===== src/ppcs_pkg.sv =====
// Package of the PHY port control and status bank: register map,
// field positions, reset values, timing counts and carrier types.
// Assumes a 32-bit APB with one register per aligned word.

package ppcs_pkg;

  // ------------------------------------------------------------
  // Register indices (byte address is four times the index)
  // ------------------------------------------------------------
  localparam int ADDR_W = 12;
  localparam logic [7:0] IDX_P1_CTRL = 8'h1D;
  localparam logic [7:0] IDX_P1_STAT = 8'h1E;
  localparam logic [7:0] IDX_P2_CTRL = 8'h2D;
  localparam logic [7:0] IDX_P2_STAT = 8'h2E;
  localparam logic [7:0] IDX_P3_RSVD = 8'h3E;
  localparam logic [7:0] IDX_IRQ_STAT = 8'h40;
  localparam logic [7:0] IDX_IRQ_EN = 8'h41;
  localparam logic [7:0] IDX_IRQ_CLR = 8'h42;

  // ------------------------------------------------------------
  // Control field positions, writable masks and reset values
  // ------------------------------------------------------------
  localparam int CTL_FEF_OFF = 4;
  localparam int CTL_PWR_DOWN = 3;
  localparam int CTL_XOVER_DIS = 2;
  localparam int CTL_FORCE_MDI = 1;
  localparam int CTL_LOOP = 0;
  localparam logic [7:0] P1_CTL_MASK = 8'h1F;
  localparam logic [7:0] P2_CTL_MASK = 8'h0F;
  localparam logic [7:0] CTL_RST = 8'h00;

  // ------------------------------------------------------------
  // Status field positions and reset value
  // ------------------------------------------------------------
  localparam int STA_MDIX = 7;
  localparam int STA_AN_DONE = 6;
  localparam int STA_LINK = 5;
  localparam int STA_PAUSE = 4;
  localparam int STA_100FD = 3;
  localparam int STA_100HD = 2;
  localparam int STA_10FD = 1;
  localparam int STA_10HD = 0;
  localparam logic [7:0] STAT_RST = 8'h00;

  // ------------------------------------------------------------
  // Interrupt bits, reset values and timing
  // ------------------------------------------------------------
  localparam int IRQ_N = 4;
  localparam int IRQ_P1_LINK = 0;
  localparam int IRQ_P2_LINK = 1;
  localparam int IRQ_P1_AN = 2;
  localparam int IRQ_P2_AN = 3;
  localparam logic [3:0] IRQ_EN_RST = 4'h0;
  localparam logic [2:0] STRAP_SETTLE = 3'h4;

  // ------------------------------------------------------------
  // Carrier types
  // ------------------------------------------------------------
  typedef struct packed {
    logic fef_off;
    logic power_down;
    logic xover_auto;
    logic tx_on_rx_pair;
    logic loop_en;
  } ppcs_phy_ctl_t;

endpackage : ppcs_pkg


===== src/ppcs_sync3.sv =====
// Three-stage input synchroniser with agreement filter per bit.
// Assumes inputs arrive from outside the pclk domain.

`timescale 1ns/1ps
`default_nettype none

module ppcs_sync3 #(
  parameter int W = 1
) (
  // Clock and reset
  input wire logic pclk,
  input wire logic presetn,
  input wire logic ce,
  // Data
  input wire logic [W-1:0] d,
  output logic [W-1:0] q
);

  logic [W-1:0] ff1_r;
  logic [W-1:0] ff2_r;
  logic [W-1:0] ff3_r;
  logic [W-1:0] q_r;

  initial begin
    if (W < 1) $error("ppcs_sync3: W must be at least 1");
  end

  // A bit changes only once stages two and three agree
  always_ff @(posedge pclk or negedge presetn) begin
    if (!presetn) begin
      ff1_r <= '0;
      ff2_r <= '0;
      ff3_r <= '0;
      q_r <= '0;
    end else if (ce) begin
      ff1_r <= d;
      ff2_r <= ff1_r;
      ff3_r <= ff2_r;
      q_r <= (~(ff2_r ^ ff3_r) & ff3_r) | ((ff2_r ^ ff3_r) & q_r);
    end
  end

  assign q = q_r;

endmodule : ppcs_sync3

`default_nettype wire


===== src/ppcs_irq.sv =====
// Sticky event status with enable mask and write-one-to-clear.
// Assumes the caller gives one-cycle write strobes on pclk.

`timescale 1ns/1ps
`default_nettype none

module ppcs_irq #(
  parameter int N = 4
) (
  // Clock and reset
  input wire logic pclk,
  input wire logic presetn,
  input wire logic ce,
  // Events and software access
  input wire logic [N-1:0] evt,
  input wire logic en_we,
  input wire logic clr_we,
  input wire logic [N-1:0] wdata,
  // State
  output logic [N-1:0] status,
  output logic [N-1:0] enable,
  output logic irq
);

  logic [N-1:0] stat_r;
  logic [N-1:0] en_r;

  initial begin
    if (N < 1 || N > 32) $error("ppcs_irq: N out of range");
  end

  // A new event beats a clear in the same cycle
  always_ff @(posedge pclk or negedge presetn) begin
    if (!presetn) begin
      stat_r <= '0;
    end else if (ce) begin
      stat_r <= (stat_r & ~(clr_we ? wdata : '0)) | evt;
    end
  end

  always_ff @(posedge pclk or negedge presetn) begin
    if (!presetn) begin
      en_r <= N'(ppcs_pkg::IRQ_EN_RST);
    end else if (ce && en_we) begin
      en_r <= wdata;
    end
  end

  assign status = stat_r;
  assign enable = en_r;
  assign irq = |(stat_r & en_r);

endmodule : ppcs_irq

`default_nettype wire


===== src/ppcs_top.sv =====
// PHY port control and status bank for the two PHY ports.
// Assumes APB on pclk, PHY status pins asynchronous to pclk,
// and symbol streams already on pclk.

`timescale 1ns/1ps
`default_nettype none

module ppcs_top #(
  parameter int SYM_W = 5
) (
  // Clock, reset, enable
  input wire logic pclk,
  input wire logic presetn,
  input wire logic ce,
  // APB slave
  input wire logic psel,
  input wire logic penable,
  input wire logic pwrite,
  input wire logic [ppcs_pkg::ADDR_W-1:0] paddr,
  input wire logic [31:0] pwdata,
  output logic [31:0] prdata,
  output logic pready,
  output logic pslverr,
  // PHY status pins and straps
  input wire logic [7:0] p1_phy_status,
  input wire logic [7:0] p2_phy_status,
  input wire logic port2_crossover_dis_strap,
  input wire logic port2_crossover_strap,
  // PHY control
  output ppcs_pkg::ppcs_phy_ctl_t p1_ctl,
  output ppcs_pkg::ppcs_phy_ctl_t p2_ctl,
  // Symbol streams at the PMD/PMA boundary
  input wire logic [SYM_W-1:0] first_port_receive_pins,
  input wire logic [SYM_W-1:0] second_port_receive_pins,
  input wire logic [SYM_W-1:0] p1_mac_tx_sym,
  input wire logic [SYM_W-1:0] p2_mac_tx_sym,
  output logic [SYM_W-1:0] first_port_transmit_pins,
  output logic [SYM_W-1:0] second_port_transmit_pins,
  // Interrupt
  output logic irq
);

  initial begin
    if (SYM_W < 1 || SYM_W > 16) $error("ppcs_top: SYM_W out of range");
  end

  // ------------------------------------------------------------
  // Functions
  // ------------------------------------------------------------
  function automatic logic hit(input logic [ppcs_pkg::ADDR_W-1:0] a,
                               input logic [7:0] idx);
    hit = (a == {2'b00, idx, 2'b00});
  endfunction : hit

  function automatic ppcs_pkg::ppcs_phy_ctl_t make_ctl(input logic [7:0] c,
                                                       input logic [7:0] s);
    ppcs_pkg::ppcs_phy_ctl_t r;
    r.fef_off = c[ppcs_pkg::CTL_FEF_OFF];
    r.power_down = c[ppcs_pkg::CTL_PWR_DOWN];
    r.xover_auto = ~c[ppcs_pkg::CTL_XOVER_DIS];
    // Forced mode when auto is off, else follow the PHY's choice
    r.tx_on_rx_pair = c[ppcs_pkg::CTL_XOVER_DIS] ? c[ppcs_pkg::CTL_FORCE_MDI]
                                                 : ~s[ppcs_pkg::STA_MDIX];
    r.loop_en = c[ppcs_pkg::CTL_LOOP];
    make_ctl = r;
  endfunction : make_ctl

  // ------------------------------------------------------------
  // Input synchronisers
  // ------------------------------------------------------------
  logic [17:0] sync_q;
  logic [7:0] st1;
  logic [7:0] st2;
  logic strap_dis;
  logic strap_mdi;

  ppcs_sync3 #(
    .W(18)
  ) u_sync (
    .pclk(pclk),
    .presetn(presetn),
    .ce(ce),
    .d({port2_crossover_dis_strap, port2_crossover_strap,
        p2_phy_status, p1_phy_status}),
    .q(sync_q)
  );

  // Live PHY state, no latching
  assign st1 = sync_q[7:0];
  assign st2 = sync_q[15:8];
  assign strap_mdi = sync_q[16];
  assign strap_dis = sync_q[17];

  // ------------------------------------------------------------
  // Strap capture after reset release
  // ------------------------------------------------------------
  logic [2:0] strap_cnt_r;
  logic strap_done_r;
  logic strap_load;

  // Straps need the synchroniser filled before they can be trusted
  assign strap_load = ce && !strap_done_r && (strap_cnt_r == ppcs_pkg::STRAP_SETTLE);

  always_ff @(posedge pclk or negedge presetn) begin
    if (!presetn) begin
      strap_cnt_r <= 3'h0;
      strap_done_r <= 1'b0;
    end else if (ce && !strap_done_r) begin
      if (strap_load) begin
        strap_done_r <= 1'b1;
      end else begin
        strap_cnt_r <= strap_cnt_r + 3'h1;
      end
    end
  end

  // ------------------------------------------------------------
  // APB decode
  // ------------------------------------------------------------
  logic setup;
  logic wr_acc;
  logic [31:0] rd_nxt;
  logic err_nxt;
  logic [31:0] prdata_r;
  logic pslverr_r;
  logic [ppcs_pkg::IRQ_N-1:0] irq_stat;
  logic [ppcs_pkg::IRQ_N-1:0] irq_en;
  logic [7:0] ctl1_r;
  logic [7:0] ctl2_r;

  assign setup = psel && !penable;
  assign wr_acc = ce && psel && penable && pwrite;
  // Zero wait states: read data is staged during the setup cycle
  assign pready = 1'b1;

  always_comb begin
    rd_nxt = 32'h0000_0000;
    err_nxt = 1'b0;
    if (hit(paddr, ppcs_pkg::IDX_P1_CTRL)) begin
      rd_nxt = {24'h00_0000, ctl1_r};
    end else if (hit(paddr, ppcs_pkg::IDX_P2_CTRL)) begin
      rd_nxt = {24'h00_0000, ctl2_r};
    end else if (hit(paddr, ppcs_pkg::IDX_P1_STAT)) begin
      rd_nxt = {24'h00_0000, st1};
    end else if (hit(paddr, ppcs_pkg::IDX_P2_STAT)) begin
      rd_nxt = {24'h00_0000, st2};
    end else if (hit(paddr, ppcs_pkg::IDX_P3_RSVD)) begin
      rd_nxt = 32'h0000_0000;
    end else if (hit(paddr, ppcs_pkg::IDX_IRQ_STAT)) begin
      rd_nxt = {28'h000_0000, irq_stat};
    end else if (hit(paddr, ppcs_pkg::IDX_IRQ_EN)) begin
      rd_nxt = {28'h000_0000, irq_en};
    end else if (hit(paddr, ppcs_pkg::IDX_IRQ_CLR)) begin
      rd_nxt = 32'h0000_0000;
    end else begin
      err_nxt = 1'b1;
    end
  end

  always_ff @(posedge pclk or negedge presetn) begin
    if (!presetn) begin
      prdata_r <= 32'h0000_0000;
      pslverr_r <= 1'b0;
    end else if (ce && setup) begin
      prdata_r <= pwrite ? 32'h0000_0000 : rd_nxt;
      pslverr_r <= err_nxt;
    end
  end

  assign prdata = prdata_r;
  assign pslverr = pslverr_r;

  // ------------------------------------------------------------
  // Control registers
  // ------------------------------------------------------------
  // Upper control bits belong elsewhere and read as zero
  always_ff @(posedge pclk or negedge presetn) begin
    if (!presetn) begin
      ctl1_r <= ppcs_pkg::CTL_RST;
    end else if (wr_acc && hit(paddr, ppcs_pkg::IDX_P1_CTRL)) begin
      ctl1_r <= pwdata[7:0] & ppcs_pkg::P1_CTL_MASK;
    end
  end

  // Port two has no fiber, so its far-end-fault bit stays zero
  always_ff @(posedge pclk or negedge presetn) begin
    if (!presetn) begin
      ctl2_r <= ppcs_pkg::CTL_RST;
    end else if (wr_acc && hit(paddr, ppcs_pkg::IDX_P2_CTRL)) begin
      ctl2_r <= pwdata[7:0] & ppcs_pkg::P2_CTL_MASK;
    end else if (strap_load) begin
      ctl2_r[ppcs_pkg::CTL_XOVER_DIS] <= strap_dis;
      ctl2_r[ppcs_pkg::CTL_FORCE_MDI] <= strap_mdi;
    end
  end

  // ------------------------------------------------------------
  // PHY control outputs
  // ------------------------------------------------------------
  ppcs_pkg::ppcs_phy_ctl_t p1_ctl_r;
  ppcs_pkg::ppcs_phy_ctl_t p2_ctl_r;

  always_ff @(posedge pclk or negedge presetn) begin
    if (!presetn) begin
      p1_ctl_r <= '0;
      p2_ctl_r <= '0;
    end else if (ce) begin
      p1_ctl_r <= make_ctl(ctl1_r, st1);
      p2_ctl_r <= make_ctl(ctl2_r, st2);
    end
  end

  assign p1_ctl = p1_ctl_r;
  assign p2_ctl = p2_ctl_r;

  // ------------------------------------------------------------
  // Loopback symbol paths
  // ------------------------------------------------------------
  logic [SYM_W-1:0] p1_tx_r;
  logic [SYM_W-1:0] p2_tx_r;

  // A powered-down port sends idle zeros
  always_ff @(posedge pclk or negedge presetn) begin
    if (!presetn) begin
      p1_tx_r <= '0;
      p2_tx_r <= '0;
    end else if (ce) begin
      if (ctl1_r[ppcs_pkg::CTL_PWR_DOWN]) begin
        p1_tx_r <= '0;
      end else if (ctl2_r[ppcs_pkg::CTL_LOOP]) begin
        p1_tx_r <= first_port_receive_pins;
      end else begin
        p1_tx_r <= p1_mac_tx_sym;
      end
      if (ctl2_r[ppcs_pkg::CTL_PWR_DOWN]) begin
        p2_tx_r <= '0;
      end else if (ctl1_r[ppcs_pkg::CTL_LOOP]) begin
        p2_tx_r <= second_port_receive_pins;
      end else begin
        p2_tx_r <= p2_mac_tx_sym;
      end
    end
  end

  assign first_port_transmit_pins = p1_tx_r;
  assign second_port_transmit_pins = p2_tx_r;

  // ------------------------------------------------------------
  // Events and interrupt
  // ------------------------------------------------------------
  logic [7:0] st1_prev_r;
  logic [7:0] st2_prev_r;
  logic [ppcs_pkg::IRQ_N-1:0] evt;

  always_ff @(posedge pclk or negedge presetn) begin
    if (!presetn) begin
      st1_prev_r <= ppcs_pkg::STAT_RST;
      st2_prev_r <= ppcs_pkg::STAT_RST;
    end else if (ce) begin
      st1_prev_r <= st1;
      st2_prev_r <= st2;
    end
  end

  always_comb begin
    evt = '0;
    evt[ppcs_pkg::IRQ_P1_LINK] = st1[ppcs_pkg::STA_LINK] ^ st1_prev_r[ppcs_pkg::STA_LINK];
    evt[ppcs_pkg::IRQ_P2_LINK] = st2[ppcs_pkg::STA_LINK] ^ st2_prev_r[ppcs_pkg::STA_LINK];
    evt[ppcs_pkg::IRQ_P1_AN] = st1[ppcs_pkg::STA_AN_DONE] & ~st1_prev_r[ppcs_pkg::STA_AN_DONE];
    evt[ppcs_pkg::IRQ_P2_AN] = st2[ppcs_pkg::STA_AN_DONE] & ~st2_prev_r[ppcs_pkg::STA_AN_DONE];
  end

  ppcs_irq #(
    .N(ppcs_pkg::IRQ_N)
  ) u_irq (
    .pclk(pclk),
    .presetn(presetn),
    .ce(ce),
    .evt(evt),
    .en_we(wr_acc && hit(paddr, ppcs_pkg::IDX_IRQ_EN)),
    .clr_we(wr_acc && hit(paddr, ppcs_pkg::IDX_IRQ_CLR)),
    .wdata(pwdata[ppcs_pkg::IRQ_N-1:0]),
    .status(irq_stat),
    .enable(irq_en),
    .irq(irq)
  );
endmodule : ppcs_top

`default_nettype wire


===== config.mk =====
export PLATFORM = sky130hd
export DESIGN_NAME = ppcs_top
export DESIGN_NICKNAME = d
export VERILOG_FILES = /design/src/ppcs_pkg.sv /design/src/ppcs_sync3.sv /design/src/ppcs_irq.sv /design/src/ppcs_top.sv
export SDC_FILE = /design/constraint.sdc
export NUM_CORES = 1
export LEC_CHECK = 0
export ABC_AREA = 1
export BUFFER_PORTS_ARGS = -buffer_cell sky130_fd_sc_hd__buf_2
export CAP_MARGIN = 25
export CORE_MARGIN = 4
export CORE_UTILIZATION = 50
export DETAILED_ROUTE_END_ITERATION = 8
export GPL_ROUTABILITY_DRIVEN = 0
export PLACE_DENSITY = 0.77
export SETUP_SLACK_MARGIN = 0.02
export SYNTH_ARGS = -nofsm -noshare
export SYNTH_HDL_FRONTEND = slang
export SYNTH_HIERARCHICAL = 1
export SYNTH_SLANG_ARGS = --single-unit
export TNS_END_PERCENT = 10

===== constraint.sdc =====
create_clock -name pclk -period 1.7 [get_ports pclk]
set_input_delay 0.34 -clock pclk [delete_from_list [all_inputs] [get_ports pclk]]
set_output_delay 0.34 -clock pclk [all_outputs]
set_load 0.05 [all_outputs]

==> results_dict.tcl <==
set metrics [dict create \
    synth-xor-area-share 0.005609 \
    dieArea_mm2 0.01434 \
    drc 0 \
    cap_violations 0 \
    r2r_slack_ns 0.21 \
    clkSinkCount 125 \
    drtPass1Iterations 5 \
    numCtsBuffers 17 \
    start_util 0.5157 \
    vias 4911 \
    end_kind "primary output" \
    first_iter_violations 388 \
    max_freq_ghz 0.6330 \
    clk_pin_slew_ns 0.05 \
    cp.required_ns 1.36 \
    synthAdderAreaFrac 0.004006 \
    synth_compound_area_frac 0.09375 \
    grt_pass1_vias 4644 \
    synthMuxAreaShare 0.007212 \
    dp_hpwl_um 8783 \
    vdd_drop_max_mv 0.8656 \
    arrival_ns 1.24 \
    path_class "register to primary output" \
    clkLatencyLatePin_ns 0.41 \
    port-buffer-count 89 \
    drive_above_1_share 0.2016 \
    post_synth.cell_area_avg_um2 8.018 \
    hold_path_end "u_sync/ff1_r[15]$_DFFE_PN0P_" \
    synth_top_family_by_area "simple AND/OR/NAND/NOR gates" \
    diodes 0 \
    fin_tns_setup_ns 0 \
    p_sw_mw 2.257 \
    die_w_um 119.8 \
    ios 143 \
    ys_seq_area_frac 0.5008 \
    yosysTopAreaCell "dfrtp_1" \
    grt_usage 0.1880 \
    grt_start_max_net_pins 158 \
    ys_types 38 \
    swShare 0.2769 \
    worstMarginPinSlew_ns 0.6163 \
    fin_skew_ns 0.008103 \
    status "finished, final reports clean" \
    area_growth_pct 17.65 \
    wl_per_cell_um 11.80 \
    post-route-period-util 0.9293 \
    cpMostUsedCell "nand2_1" \
    postCtsSetupBuffers 0 \
    yosys.area.top_type_share 0.5008 \
    wirelength_um 12520 \
    setup_viol 0 \
    antenna_found_initial 0 \
    cts_max_path_buffers 2 \
    ant_nets 0 \
    finalHoldViolCount 0 \
    cp_slowest_stage_delay_ns 0.41 \
    mappedNetlistArea_mm2 0.006246 \
    final_cell_area_mm2 0.007348 \
    clockPowerShare 0.424 \
    cp_top_family "flip-flops" \
    htreeDepth 4 \
    p_leak_nw 4.137 \
    synth-seq-cells 125 \
    grt_pass1_wl_um 21800 \
    drt-vias-per-instance 4.629 \
    timing.critical_path.from "u_irq/status[3]$_DFFE_PN0P_" \
    r2r_cells 8 \
    cp-start-kind "register" \
    placed_area_mm2 0.006769 \
    critPathSlowestCell "dfrtp_1" \
    cts-root-buf "clkbuf_16" \
    power.share.combinational 0.143 \
    synth.top_cells.by_area "dfrtp_1 50%, nand2_1 16%, inv_1 6.9%" \
    design.core.area_mm2 0.01211 \
    grt_overflow 0 \
    r2r-start "strap_cnt_r[0]$_DFFE_PN0P_" \
    r2r_end "ctl2_r[1]$_DFFE_PN0P_" \
    period_needed_ns 1.580 \
    final_nets 972 \
    p_int_mw 5.894 \
    pwr-share-seq 0.433 \
    hp-class "input port to register" \
    fp-row-count 40 \
    syn_inst 779 \
    path_cells "nand2_1 -> nand2_1 -> inv_1 -> nand2_1 -> clkbuf_4" \
    cts_tree "done" \
    crit_fanout 3 \
    synth-simple-area-share 0.2536 \
    slew_headroom 0.5891 \
    p_per_area_mw_per_mm2 1109 \
    final_cell_mix "267 x nand2_1, 125 x dfrtp_1, 114 x inv_1" \
    hold_depth 3 \
    drv_slew 0 \
    die_h_um 119.8 \
    rsz0062_at_grt "false" \
    n_fill_cell 1064 \
    seqCellArea_mm2 0.003128 \
    multi_input_area_mm2 0.002372 \
    holdCritStartpoint "p2_phy_status[7]" \
    yosys_warnings 6 \
    crit_buf_inv 2 \
    layout_commonest_cell "nand2_1" \
]
[worst register-to-register path, delay by kind of cell, from the launching register on]
kind,cells,cell delay (ns)
adder cells (fa/ha/maj),1,0.17
AND/OR/NAND/NOR,3,0.51
buffers and inverters,2,0.15
flip-flops,1,0.38
AO/OA/AOI/OAI,2,0.23
[timing repair]
action / 4_1_cts / 5_1_grt
hold buffers: 1 / 0
setup endpoints to repair: 0 / 1
hold endpoints to repair: 78 / 0
gates resized for setup: 0 / 1
[metal layers]
| layer | GRT usage | up-vias | part of all wire |
|---|---|---|---|
| met5 | 0 | - | 0 |
| met4 | 0.07588 | 0 | 0.027 |
| met3 | 0.05231 | 27 | 0.069 |
| met2 | 0.2857 | 147 | 0.45 |
| met1 | 0.2556 | 2197 | 0.46 |
| li1 | - | 2540 | - |
[through the flow]
stage / setup WS (ns) / cells / total power, mW / util / hold WS [ns]
finish: 0.1201 / 1061 / 8.150 / 0.6067 / 0.1357
global route: 0.03296 / 1061 / 8.587 / 0.6067 / 0.1311
CTS: 0.09062 / 1061 / 8.222 / 0.6065 / 0.1253
detailed placement: 0.07507 / 1030 / 4.743 / 0.5589 / 0.3984
global placement: 0.08346 / 1030 / 4.695 / 0.5589 / 0.3974
floorplan: 0.2485 / 803 / 4.428 / - / 0.04441
[power groups by stage]
stage          clock [mW]  combinational [mW]  sequential (mW)
2_1_floorplan           0               0.774             3.65
3_3_place_gp            0                1.14             3.56
3_5_place_dp            0                1.17             3.57
4_1_cts              3.51                1.18             3.53
5_1_grt              3.68                1.34             3.57
6_report             3.46                1.17             3.52
[worst max path at each step]
stage	end	cells past startpoint
floorplan	ctl1_r[1]$_DFFE_PN0P_	7
global placement	prdata[6]$_DFFE_PN0P_	9
detailed placement	prdata[6]$_DFFE_PN0P_	9
CTS	irq	5
global route	irq	5
finish	irq	5
[synthesized netlist by cell type]
| library cell | count |
|---|---|
| dfrtp_1 | 125 |
| nor2_2 | 12 |
| clkinv_1 | 1 |
| a21oi_2 | 12 |
| inv_2 | 3 |
| nand4_2 | 1 |
| nand4_1 | 6 |
| buf_2 | 4 |
| xor2_1 | 3 |
| buf_4 | 29 |
| o21ai_1 | 7 |
| buf_12 | 2 |
| clkinv_2 | 1 |
| a31oi_1 | 1 |
| nand3_2 | 1 |
| nor2_4 | 7 |
| nor3_1 | 2 |
| nand3_1 | 26 |
| clkbuf_2 | 1 |
| nor2_1 | 41 |
| or2_0 | 1 |
| inv_1 | 114 |
| conb_1 | 2 |
| nand2_1 | 267 |
| o22ai_1 | 1 |
| nand2_4 | 4 |
| o211ai_1 | 2 |
| xnor2_1 | 1 |
| clkbuf_1 | 4 |
| o21ai_0 | 72 |
| mux2_4 | 3 |
| a22o_1 | 2 |
| nor4_1 | 1 |
| nor3_2 | 1 |
| a21oi_1 | 8 |
| buf_6 | 8 |
| ha_1 | 2 |
| nand2_2 | 1 |
[area by class of cell]
class                      count  area share
timing repair buffer         108     0.08479
clock buffer                  23     0.06504
clock inverter                 7     0.01209
sequential                   125      0.4257
tap                          168     0.02861
inverter                     119     0.06096
multi-input combinational    511      0.3228
[kinds of logic (layout without fill, tap and decap cells)]
kind of cell,after synthesis,count (layout)
other,2,26
muxes,3,3
DFF,125,125
buffers and inverters,167,257
adders and majority gates,2,2
and+or+nand+nor,371,371
xor gates and xnor gates,4,4
AOI/OAI and AO/OA,105,105
No activity file was read; power rests on OpenSTA's default activity.
